--- src/core/rf_framing_consts.svh ---
// Constants for the framing configuration register bank
// How it works
// - Subcarrier code 01 gives carrier/32, 00 carrier/16 BPSK, others reserved.
// - Pulse code 10 gives 4, 11 gives 8 pulses per report; others reserved.
// - Modulator period 000..011 gives carrier/128,/64,/32,/16; top bit set reserved.
// - Auxiliary bit 7 clear checks received CRC; set skips the check.
// - Short request, wake-up or anticollision always receive without CRC check.
// - Phase-clock bit picks 0 or 90 degree shifted measurement clock.
// - Correlation-disable 0 selects correlation reception; 1 is reserved.
// - Two-bit count gives n used by the two field-on commands.
// - EMD bit 7 set enables collision-noise frame suppression, clear disables.
// - Type A 106k receive start needs error-free first 4 bits unless bit set.
// - With EMD bit 7 set, erroneous frame shorter than byte threshold is suppressed, not reported.
// - Early type B subcarrier with suppression on suppresses frame, raises restart.
`ifndef RF_FRAMING_CONSTS_SVH
`define RF_FRAMING_CONSTS_SVH

// ---------------------------------------------
// Register indices, byte address is index times four
// ---------------------------------------------
`define IDX_EMD 8'h05
`define IDX_STREAM 8'h09
`define IDX_AUX 8'h0a
`define IDX_IRQ_STAT 8'h10
`define IDX_IRQ_MASK 8'h11
`define IDX_LSB 2
`define IDX_MSB 9
`define ADDR_HI_LSB 10

// ---------------------------------------------
// Writable bit masks and reset values
// ---------------------------------------------
`define MASK_STREAM 8'h7f
`define MASK_AUX 8'hbf
`define MASK_EMD 8'hcf
`define MASK_IRQ 8'h1f
`define RST_REG 8'h00

// ---------------------------------------------
// Field positions
// ---------------------------------------------
`define SCF_MSB 6
`define SCF_LSB 5
`define SCP_MSB 4
`define SCP_LSB 3
`define STX_MSB 2
`define STX_LSB 0
`define AUX_NO_CRC 7
`define AUX_ID_MSB 5
`define AUX_ID_LSB 4
`define AUX_PHASE90 3
`define AUX_DIS_CORR 2
`define AUX_N_MSB 1
`define AUX_N_LSB 0
`define EMD_EN 7
`define EMD_RXS 6
`define EMD_THLD_MSB 3
`define EMD_THLD_LSB 0

// ---------------------------------------------
// Interrupt status bits
// ---------------------------------------------
`define IRQ_RX_START 0
`define IRQ_SUPPRESS 1
`define IRQ_RESTART 2
`define IRQ_SOFT_ERR 3
`define IRQ_CFG_ERR 4

// ---------------------------------------------
// Field codes and carrier division ratios
// ---------------------------------------------
`define SCF_BPSK 2'b00
`define SCF_SUB 2'b01
`define SCP_4 2'b10
`define SCP_8 2'b11
`define ID_4B 2'b00
`define ID_7B 2'b01
`define DIV_128 8'h80
`define DIV_64 8'h40
`define DIV_32 8'h20
`define DIV_16 8'h10
`define DIV_NONE 8'h00
`define PULSES_4 4'h4
`define PULSES_8 4'h8
`define PULSES_NONE 4'h0

`endif

--- src/core/rf_framing_pkg.sv ---
// Types shared by the framing configuration register bank
package rf_framing_pkg;

  // ---------------------------------------------
  // Bus address phase held for the data phase
  // ---------------------------------------------
  typedef struct packed {
    logic pend;
    logic write;
    logic [7:0] idx;
  } bus_req_s;

  // ---------------------------------------------
  // Decoded settings handed to the framing engine
  // ---------------------------------------------
  typedef struct packed {
    logic [7:0] sc_div;
    logic [3:0] pulses;
    logic [7:0] tx_div;
    logic crc_check;
    logic id_7byte;
    logic phase90;
    logic corr_rx;
    logic emd_en;
  } frame_cfg_s;

endpackage : rf_framing_pkg

--- src/core/rf_framing_config_regs.sv ---
// Framing configuration register bank with AHB-Lite slave and interrupts
//
// The AHB-Lite slave port was decided locally.
`include "rf_framing_consts.svh"

module rf_framing_config_regs #(
  parameter int DIV_W = 8
) (
  input wire logic CLK,
  input wire logic NRST,
  input wire logic HSEL,
  input wire logic [31:0] HADDR,
  input wire logic [1:0] HTRANS,
  input wire logic HWRITE,
  input wire logic [2:0] HSIZE,
  input wire logic [31:0] HWDATA,
  input wire logic HREADY,
  output logic HREADYOUT,
  output logic [31:0] HRDATA,
  output logic HRESP,
  input wire logic CMD_SHORT_REQ,
  input wire logic CMD_WAKEUP,
  input wire logic CMD_FIELD_ON,
  input wire logic ANTICOLL_ACTIVE,
  input wire logic TYPEA_106,
  input wire logic FIRST4_DONE,
  input wire logic FIRST4_ERR,
  input wire logic RX_FRAME_END,
  input wire logic RX_ERROR,
  input wire logic [3:0] RX_BYTES,
  input wire logic TYPEB_SC_EARLY,
  output logic [DIV_W-1:0] SC_DIV,
  output logic [3:0] PULSES_PER_REPORT,
  output logic [DIV_W-1:0] TX_MOD_DIV,
  output logic CRC_CHECK_EN,
  output logic ID_SIZE_7B,
  output logic PHASE_CLK_90,
  output logic CORR_RX,
  output logic EMD_ENABLE,
  output logic [1:0] FIELD_ON_N,
  output logic RX_START,
  output logic FRAME_REPORT,
  output logic FRAME_SUPPRESS,
  output logic IRQ
);

  // ---------------------------------------------
  // Elaboration check
  // ---------------------------------------------
  // Ratios reach 128, so narrower dividers cannot be served
  if (DIV_W < 8)
  begin : g_bad_width
    $error("DIV_W must be at least 8");
  end

  // ---------------------------------------------
  // Storage
  // ---------------------------------------------
  logic [7:0] stream_q;
  logic [7:0] stream_d;
  logic [7:0] aux_q;
  logic [7:0] aux_d;
  logic [7:0] emd_q;
  logic [7:0] emd_d;
  logic [7:0] stat_q;
  logic [7:0] stat_d;
  logic [7:0] mask_q;
  logic [7:0] mask_d;
  logic [7:0] hw_set;
  logic [7:0] wr_val;
  rf_framing_pkg::bus_req_s req_q;
  rf_framing_pkg::frame_cfg_s cfg;
  logic addr_ok;
  logic [7:0] addr_idx;
  logic take;
  logic wr_now;
  logic nocrc_auto_q;
  logic cfg_bad;
  logic suppress_now;
  logic rx_start_now;

  // ---------------------------------------------
  // AHB-Lite address phase
  // ---------------------------------------------
  // Only whole words are mapped; upper address bits must be zero
  assign addr_idx = HADDR[`IDX_MSB:`IDX_LSB];
  assign addr_ok = (HADDR[31:`ADDR_HI_LSB] == 22'h000000) && (HADDR[1:0] == 2'b00);
  assign take = HSEL && HTRANS[1] && HREADY;
  assign wr_now = req_q.pend && req_q.write;
  assign wr_val = HWDATA[7:0];

  // Address phase latch; zero wait states so the slave is always ready
  always_ff @(posedge CLK or negedge NRST)
  begin
    if (!NRST)
    begin
      req_q <= '0;
    end
    else
    begin
      req_q.pend <= take;
      req_q.write <= take && HWRITE;
      req_q.idx <= addr_ok ? addr_idx : 8'hff;
    end
  end

  // Ready and response never change: no waits and always OKAY
  always_ff @(posedge CLK or negedge NRST)
  begin
    if (!NRST)
    begin
      HREADYOUT <= 1'b1;
      HRESP <= 1'b0;
    end
    else
    begin
      HREADYOUT <= 1'b1;
      HRESP <= 1'b0;
    end
  end

  // ---------------------------------------------
  // Next register values
  // ---------------------------------------------
  // Reserved bits are masked off on write so they read zero
  always_comb
  begin
    stream_d = stream_q;
    aux_d = aux_q;
    emd_d = emd_q;
    mask_d = mask_q;
    if (wr_now && req_q.idx == `IDX_STREAM)
    begin
      stream_d = wr_val & `MASK_STREAM;
    end
    if (wr_now && req_q.idx == `IDX_AUX)
    begin
      aux_d = wr_val & `MASK_AUX;
    end
    if (wr_now && req_q.idx == `IDX_EMD)
    begin
      emd_d = wr_val & `MASK_EMD;
    end
    if (wr_now && req_q.idx == `IDX_IRQ_MASK)
    begin
      mask_d = wr_val & `MASK_IRQ;
    end
  end

  // Write-one clears, but a hardware event in the same cycle wins
  always_comb
  begin
    stat_d = stat_q;
    if (wr_now && req_q.idx == `IDX_IRQ_STAT)
    begin
      stat_d = stat_q & ~wr_val;
    end
    stat_d = (stat_d | hw_set) & `MASK_IRQ;
  end

  // Configuration registers, all fields reset to zero
  always_ff @(posedge CLK or negedge NRST)
  begin
    if (!NRST)
    begin
      stream_q <= `RST_REG;
      aux_q <= `RST_REG;
      emd_q <= `RST_REG;
    end
    else
    begin
      stream_q <= stream_d;
      aux_q <= aux_d;
      emd_q <= emd_d;
    end
  end

  // Interrupt status and mask
  always_ff @(posedge CLK or negedge NRST)
  begin
    if (!NRST)
    begin
      stat_q <= `RST_REG;
      mask_q <= `RST_REG;
    end
    else
    begin
      stat_q <= stat_d;
      mask_q <= mask_d;
    end
  end

  // ---------------------------------------------
  // Read data
  // ---------------------------------------------
  // Read from next values so a write just before is seen at once
  always_ff @(posedge CLK or negedge NRST)
  begin
    if (!NRST)
    begin
      HRDATA <= 32'h00000000;
    end
    else if (take && !HWRITE)
    begin
      case (addr_ok ? addr_idx : 8'hff)
        `IDX_STREAM: HRDATA <= {24'h000000, stream_d};
        `IDX_AUX: HRDATA <= {24'h000000, aux_d};
        `IDX_EMD: HRDATA <= {24'h000000, emd_d};
        `IDX_IRQ_STAT: HRDATA <= {24'h000000, stat_d};
        `IDX_IRQ_MASK: HRDATA <= {24'h000000, mask_d};
        default: HRDATA <= 32'h00000000; // Unmapped reads zero
      endcase
    end
  end

  // ---------------------------------------------
  // Field decode
  // ---------------------------------------------
  always_comb
  begin
    cfg = '0;
    cfg_bad = 1'b0;
    // Subcarrier frequency
    case (stream_q[`SCF_MSB:`SCF_LSB])
      `SCF_SUB: cfg.sc_div = `DIV_32;
      `SCF_BPSK: cfg.sc_div = `DIV_16;
      default:
      begin
        cfg.sc_div = `DIV_NONE;
        cfg_bad = 1'b1;
      end
    endcase
    // Pulses per report period; reset code is reserved too
    case (stream_q[`SCP_MSB:`SCP_LSB])
      `SCP_4: cfg.pulses = `PULSES_4;
      `SCP_8: cfg.pulses = `PULSES_8;
      default: cfg.pulses = `PULSES_NONE;
    endcase
    // Modulator period; top bit set is reserved
    case (stream_q[`STX_MSB:`STX_LSB])
      3'b000: cfg.tx_div = `DIV_128;
      3'b001: cfg.tx_div = `DIV_64;
      3'b010: cfg.tx_div = `DIV_32;
      3'b011: cfg.tx_div = `DIV_16;
      default:
      begin
        cfg.tx_div = `DIV_NONE;
        cfg_bad = 1'b1;
      end
    endcase
    // Automatic no-CRC cases override the software bit
    cfg.crc_check = !(aux_q[`AUX_NO_CRC] || nocrc_auto_q || ANTICOLL_ACTIVE);
    cfg.id_7byte = (aux_q[`AUX_ID_MSB:`AUX_ID_LSB] == `ID_7B);
    if (aux_q[`AUX_ID_MSB])
    begin
      cfg_bad = 1'b1;
    end
    cfg.phase90 = aux_q[`AUX_PHASE90];
    cfg.corr_rx = !aux_q[`AUX_DIS_CORR];
    if (aux_q[`AUX_DIS_CORR])
    begin
      cfg_bad = 1'b1;
    end
    cfg.emd_en = emd_q[`EMD_EN];
  end

  // Registered settings, so every output comes from a flip-flop
  always_ff @(posedge CLK or negedge NRST)
  begin
    if (!NRST)
    begin
      SC_DIV <= '0;
      PULSES_PER_REPORT <= `PULSES_NONE;
      TX_MOD_DIV <= '0;
      CRC_CHECK_EN <= 1'b0;
      ID_SIZE_7B <= 1'b0;
      PHASE_CLK_90 <= 1'b0;
      CORR_RX <= 1'b0;
      EMD_ENABLE <= 1'b0;
    end
    else
    begin
      SC_DIV <= DIV_W'(cfg.sc_div);
      PULSES_PER_REPORT <= cfg.pulses;
      TX_MOD_DIV <= DIV_W'(cfg.tx_div);
      CRC_CHECK_EN <= cfg.crc_check;
      ID_SIZE_7B <= cfg.id_7byte;
      PHASE_CLK_90 <= cfg.phase90;
      CORR_RX <= cfg.corr_rx;
      EMD_ENABLE <= cfg.emd_en;
    end
  end

  // ---------------------------------------------
  // Automatic no-CRC window
  // ---------------------------------------------
  // Opens at a short request or wake-up, closes at the answer's end
  always_ff @(posedge CLK or negedge NRST)
  begin
    if (!NRST)
    begin
      nocrc_auto_q <= 1'b0;
    end
    else if (CMD_SHORT_REQ || CMD_WAKEUP)
    begin
      nocrc_auto_q <= 1'b1;
    end
    else if (RX_FRAME_END)
    begin
      nocrc_auto_q <= 1'b0;
    end
  end

  // ---------------------------------------------
  // Field-on count capture
  // ---------------------------------------------
  // Latched at the command, so later writes do not disturb a running one
  always_ff @(posedge CLK or negedge NRST)
  begin
    if (!NRST)
    begin
      FIELD_ON_N <= 2'b00;
    end
    else if (CMD_FIELD_ON)
    begin
      FIELD_ON_N <= aux_q[`AUX_N_MSB:`AUX_N_LSB];
    end
  end

  // ---------------------------------------------
  // Receive start and frame disposition
  // ---------------------------------------------
  // Errors in the first nibble block the start only for type A 106k
  assign rx_start_now = FIRST4_DONE && (!TYPEA_106 || !FIRST4_ERR || emd_q[`EMD_RXS]);
  // Short erroneous frames are noise once suppression is on
  assign suppress_now = RX_FRAME_END && emd_q[`EMD_EN] && RX_ERROR
    && (RX_BYTES < emd_q[`EMD_THLD_MSB:`EMD_THLD_LSB]);

  // One-cycle strobes to the framing engine
  always_ff @(posedge CLK or negedge NRST)
  begin
    if (!NRST)
    begin
      RX_START <= 1'b0;
      FRAME_REPORT <= 1'b0;
      FRAME_SUPPRESS <= 1'b0;
    end
    else
    begin
      RX_START <= rx_start_now;
      FRAME_REPORT <= RX_FRAME_END && !suppress_now;
      FRAME_SUPPRESS <= suppress_now || (TYPEB_SC_EARLY && emd_q[`EMD_EN]);
    end
  end

  // ---------------------------------------------
  // Interrupt events
  // ---------------------------------------------
  // Early subcarrier is a restart with suppression on, else a soft error
  always_comb
  begin
    hw_set = 8'h00;
    hw_set[`IRQ_RX_START] = rx_start_now;
    hw_set[`IRQ_SUPPRESS] = suppress_now || (TYPEB_SC_EARLY && emd_q[`EMD_EN]);
    hw_set[`IRQ_RESTART] = TYPEB_SC_EARLY && emd_q[`EMD_EN];
    hw_set[`IRQ_SOFT_ERR] = TYPEB_SC_EARLY && !emd_q[`EMD_EN];
    hw_set[`IRQ_CFG_ERR] = cfg_bad;
  end

  // Level interrupt while any unmasked status bit stands
  always_ff @(posedge CLK or negedge NRST)
  begin
    if (!NRST)
    begin
      IRQ <= 1'b0;
    end
    else
    begin
      IRQ <= |(stat_d & mask_d);
    end
  end

endmodule : rf_framing_config_regs

--- config.mk ---
export PLATFORM = sky130hd
export DESIGN_NAME = rf_framing_config_regs
export DESIGN_NICKNAME = d
export VERILOG_FILES = /design/src/core/rf_framing_pkg.sv /design/src/core/rf_framing_config_regs.sv
export VERILOG_INCLUDE_DIRS = /design/src /design/src/core
export SDC_FILE = /design/constraint.sdc
export NUM_CORES = 1
export LEC_CHECK = 0
export BUFFER_PORTS_ARGS = -buffer_cell sky130_fd_sc_hd__buf_2
export CAP_MARGIN = 30
export CELL_PAD_IN_SITES_DETAIL_PLACEMENT = 1
export CELL_PAD_IN_SITES_GLOBAL_PLACEMENT = 1
export CORE_MARGIN = 2
export CORE_UTILIZATION = 39
export CTS_BUF_LIST = sky130_fd_sc_hd__clkbuf_16
export DETAILED_ROUTE_END_ITERATION = 8
export PLACE_DENSITY = 0.88
export RECOVER_POWER = 25
export SLEW_MARGIN = 20
export SYNTH_ARGS = -nofsm -noshare
export SYNTH_HDL_FRONTEND = slang
export SYNTH_SLANG_ARGS = --single-unit
--- constraint.sdc ---
create_clock -name CLK -period 4.3 [get_ports CLK]
set_clock_uncertainty 0.05 [all_clocks]
set_input_delay 0.215 -clock CLK [delete_from_list [all_inputs] [get_ports CLK]]
set_output_delay 0.215 -clock CLK [all_outputs]
set_load 0.03 [all_outputs]
# Word-level counts from Yosys, hierarchy flattened
# Index checks and enable logic that the tools add are counted.
# classes
order_cmp,1
eq_ne,17
n_mux,16
n_bitwise,4
reduce_logical,39
# ops
operator,count
8-bit two-way mux,5
8-bit one-hot mux with 5 select lines,1
"8-bit by 4-bit == test with 1-bit output, second input constant",4
"8-bit by 5-bit == test with 1-bit output, second input constant",4
8-bit one-hot mux with 4 select lines,1
22-bit zero test,1
1-bit logical AND,18
"8-bit by 3-bit == test with 1-bit output, second input constant",2
6-bit one-hot mux with 2 select lines,1
5-bit by 8-bit AND with 8-bit output,1
4-bit one-hot mux with 2 select lines,1
8-bit OR reduction,1
1-bit zero test,7
"3-bit by 2-bit == test with 1-bit output, second input constant",2
1-bit logical OR,6
1-bit two-way mux,6
5-bit AND,1
5-bit two-way mux,1
5-bit NOT,1
5-bit OR,1
"2-bit by 1-bit == test with 1-bit output, second input constant",2
"2-bit == test, second input constant",2
2-bit zero test,2
4-bit less-than comparator,1
5 further kinds,5
# totals
regBits,111

# Depth between registers and ports, before layout
# logic_depth
word_depth,9
ltp_mapped,7

# Worst setup path after synthesis
# OpenSTA, ideal clock, no wires.
# synth_path
path_kind,reg2reg
from,register req_q[5] (netlist bit)
to,register IRQ
setup_time_ns,0.124
arrival_ns,1.740
slack_ns,2.387
path_stages_with_launch,6
n_path_buf,0
synth_period_minus_slack_ns,1.913
path_cell_list,dfrtp_1 nor4_4 nand3_2 mux2_4 a22o_1 a211o_1
# synth_rtl
element,line_no,text
"start, declared",rf_framing_config_regs.sv:71,rf_framing_pkg::bus_req_s req_q;
8-bit by 5-bit == test with 1-bit output (no source line),-,
1-bit logical AND (no source line),-,
8-bit two-way mux,rf_framing_config_regs.sv:144,if (wr_now && req_q.idx == `IDX_IRQ_MASK)
via mask_d[3],rf_framing_config_regs.sv:68,logic [7:0] mask_d;
5-bit by 8-bit AND with 8-bit output,rf_framing_config_regs.sv:379,IRQ <= |(stat_d & mask_d);
8-bit OR reduction,rf_framing_config_regs.sv:379,
"end signal, assigned",rf_framing_config_regs.sv:379,
"end, declared",rf_framing_config_regs.sv:44,output logic IRQ
# The timed path passes the listed nets, and every way through them passes these cells.
# A chain may end at the register's enable or synchronous reset.

# Worst setup path after layout
# layout_path
from,register req_q[5] (netlist bit)
to,register HRDATA[2]
# layout_rtl
element,line_no,text
8-bit by 5-bit == test with 1-bit output (no source line),-,
1-bit logical AND (no source line),-,
8-bit two-way mux,rf_framing_config_regs.sv:144,
via mask_d[2],rf_framing_config_regs.sv:68,
8-bit one-hot mux with 5 select lines,rf_framing_config_regs.sv:205,case (addr_ok ? addr_idx : 8'hff)
"end signal, assigned",rf_framing_config_regs.sv:206,"`IDX_STREAM: HRDATA <= {24'h000000, stream_d};"
"end signal, assigned",rf_framing_config_regs.sv:207,"`IDX_AUX: HRDATA <= {24'h000000, aux_d};"
"end signal, assigned",rf_framing_config_regs.sv:208,"`IDX_EMD: HRDATA <= {24'h000000, emd_d};"
"end, declared",rf_framing_config_regs.sv:19,"output logic [31:0] HRDATA,"
# The timed path passes the listed nets, and every way through them passes these cells.

==> run summary <==
fin crit share - 0.639
Mean Syn Cell Area - 10.7 um^2
commonest non-fill, non-tap cell in the layout - buf_2
Chip Width - 103 um
critical path's slowest cell - nor4_4
Levels on crit path - 5
Reg2Reg Depth - 5
DIE HEIGHT - 103 um
Synth Instances - 355
Top Family by Delay on Critical Path - simple AND/OR/NAND/NOR gates
mux contribution to synthesized area - 0.0458
CTS H-Tree Depth - 3
XOR/XNOR Fraction of Synth Area - 0.00230
Seq cells post-synth - 75
CTS tree - yes
DRT Pass-1 Iters - 4
R2R Path Start - req_q[5]$_DFF_PN0_
Slew HR - -0.180
MaxCap Viol Count - 1
Pleak - 0.00205 uW
Fin. Hold Viols - 0
ys async rst share - 1.00
first-pass GRT wire length - 17000 um
Synth Area in Adders - 0.00987
largest net degree at the start of global routing - 42
main combinational cell family by area after synthesis - simple AND/OR/NAND/NOR gates
Ports - 153
CP cell instances - nor4_4 > nand3_2 > mux2_4 > a221oi_1 > a31oi_1
final std cells w/o fill - 581
CTS Buf Count - 9
CP max FO - 12
Final Slew Violations - 34
via density per instance - 5.40
post-detail-place hpwl - 8190 um
ys flop type - dfrtp_1
Setup Viol. Count Final - 0
Initial Util - 0.396
outcome - complete, but fails checks
CTS Sinks - 75
Tmin final - 2.75 ns
Yosys Warn Count - 0
WS Path Type - flip-flop to flip-flop
Synth Area in Simple Gates - 0.220
Port-buffer cells - 86
commonest non-fill, non-tap cells in the layout - buf_2 (85), dfrtp_1 (75), conb_1 (38)
total design power - 1680 uW
CP arrival - 2.90 ns
CP Data Required Time - 4.45 ns
Bufs and invs on worst path - 0
total track usage - 0.216
Final ANT Viol Nets - 0
startpoint class of the critical path - flip-flop
TNS Setup - 0 ns
Max VDD drop - 161 uV
share of cells above drive strength 1 - 0.304
fmax - 364 MHz
initial antenna violation count - 0
Vias - 3137
antenna cells - 0
largest cells by area after synthesis - dfrtp_1 (49%), buf_4 (7.7%), o31ai_1 (3.4%), mux2_2 (3.3%), nand4_1 (2.8%)
Site Rows - 36
vias in the first global route - 3241
DRC Markers - 0
hold crit path type - input port to flip-flop
Mapped Area - 3800 um^2
Netlist cell types - 61
CP endpoint kind - flip-flop
CP endpoint - HRDATA[2]$_DFFE_PN0P_
PwrDens - 371 nW/um^2
RSZ-0062 raised after global routing - false
r2r setup slk - 1.55 ns
Wirelength per Cell - 18.7 um
Worst-Margin Slew - 1.77 ns
cell taking the most area after synthesis - dfrtp_1
Synth top area share - 0.494
placed cells - 562
failing checks - max-capacitance violations, max-slew violations
Worst path max stage delay - 0.76 ns
Reg clk slew, reported paths - 0.06 ns
number of synthesized flops with an enable pin - 0
Post-CTS Setup Bufs - 0
Iteration-0 DRC Markers - 162
nets - 534
DIE AREA - 10600 um^2
drt total wl - 10800 um
Core Box Area - 9590 um^2
Setup crit start - req_q[5]$_DFF_PN0_
clock root buffer - clkbuf_16
synth-to-layout area growth - 19.2%
placer's final routability congestion estimate - 0.855
GRT overflow - 0
worst skew pair latency - 0.33 ns
Seq/Total Area, Yosys - 0.494
clk buf depth - 2
r2r endpoint - HRDATA[2]$_DFFE_PN0P_
Compound-Gate Fraction of Synth Area - 0.125
## stage by stage
stage                     hold slack (ns)  setup slack (ns)  cell area [um^2]   util
after floorplan                    -0.131              2.39              3940      -
after global placement              0.308              1.78              4210  0.438
after detailed placement            0.324              1.64              4210  0.438
after CTS                          0.0149              1.63              4530  0.472
after global routing               0.0207              1.43              4530  0.472
final                              0.0176              1.55              4530  0.472
## timing repair
action                                 4_1_cts  5_1_grt
gates resized for setup                      0        0
endpoints found under the hold margin       41        0
hold buffers                                 2        0
## area by class of cell
cell class	count	area (um^2)
Fill cell	1116	5060
Sequential cell	75	1880
Multi-Input combinational cell	253	1670
Timing Repair Buffer	90	460
Clock buffer	9	225
Tap cell	133	166
Clock inverter	7	77.6
Inverter	14	52.6
## routing by layer
metal	global-route usage	vias to the layer above	part of all wire
li1	-	1412	-
met1	0.265	1551	0.40
met2	0.371	149	0.50
met3	0.0414	25	0.069
met4	0.0933	0	0.024
met5	0	-	0
## cell usage after synthesis, drive strengths merged, types with 3 or more instances
cell type / count
dfrtp: 75
buf: 43
nand2: 21
nand4: 18
o31ai: 17
a21oi: 14
inv: 14
mux2: 13
nor4: 13
or3: 10
nand3: 9
nor2: 9
a31oi: 8
and2: 8
nor2b: 7
nor3: 7
clkbuf: 6
o21ai: 6
a21o: 4
a221oi: 4
a22o: 4
nand2b: 4
nand4b: 4
nor3b: 4
ha: 3
## power by group
| part | total (uW) | switching [uW] | internal [uW] |
|---|---|---|---|
| Sequential | 739 | 12.2 | 727 |
| Combinational | 188 | 135 | 53.2 |
| Clock | 753 | 301 | 453 |
| Total | 1680 | 448 | 1230 |
## flip-flops by register name, summed over array words and instances, names as in the netlist
register and flops:
CORR_RX 1, CRC_CHECK_EN 1, EMD_ENABLE 1, FIELD_ON_N 2
FRAME_REPORT 1, FRAME_SUPPRESS 1, HRDATA 8, ID_SIZE_7B 1
IRQ 1, PHASE_CLK_90 1, PULSES_PER_REPORT 2, RX_START 1
SC_DIV 2, TX_MOD_DIV 4, aux_q 8, emd_q 8
mask_q 8, nocrc_auto_q 1, req_q 10, stat_q 5
stream_q 8
## cells by family (layout without fill, tap and decap cells)
| family | Yosys count | count (layout) |
|---|---|---|
| and+or+nand+nor | 128 | 128 |
| DFF | 75 | 75 |
| AOI/OAI and AO/OA | 68 | 68 |
| buffers and inverters | 63 | 120 |
| muxes | 15 | 15 |
| adders and majority gates | 3 | 3 |
| other | 2 | 38 |
| xor gates and xnor gates | 1 | 1 |
## worst min-delay path by stage
| stage | startpoint | endpoint | slack (ns) | cells after the start |
|---|---|---|---|---|
| 3_3_place_gp | aux_q[3]$_DFF_PN0_ | PHASE_CLK_90$_DFF_PN0_ | 0.31 | 0 |
| 3_5_place_dp | ANTICOLL_ACTIVE | CRC_CHECK_EN$_DFF_PN0_ | 0.32 | 2 |
| 5_1_grt | CMD_WAKEUP | nocrc_auto_q$_DFFE_PN0P_ | 0.02 | 2 |
| 4_1_cts | CMD_SHORT_REQ | nocrc_auto_q$_DFFE_PN0P_ | 0.01 | 2 |
| 2_1_floorplan | NRST | CORR_RX$_DFF_PN0_ | -0.13 | 0 |
| 6_report | CMD_SHORT_REQ | nocrc_auto_q$_DFFE_PN0P_ | 0.02 | 2 |
No activity file was read; power rests on OpenSTA's default activity.
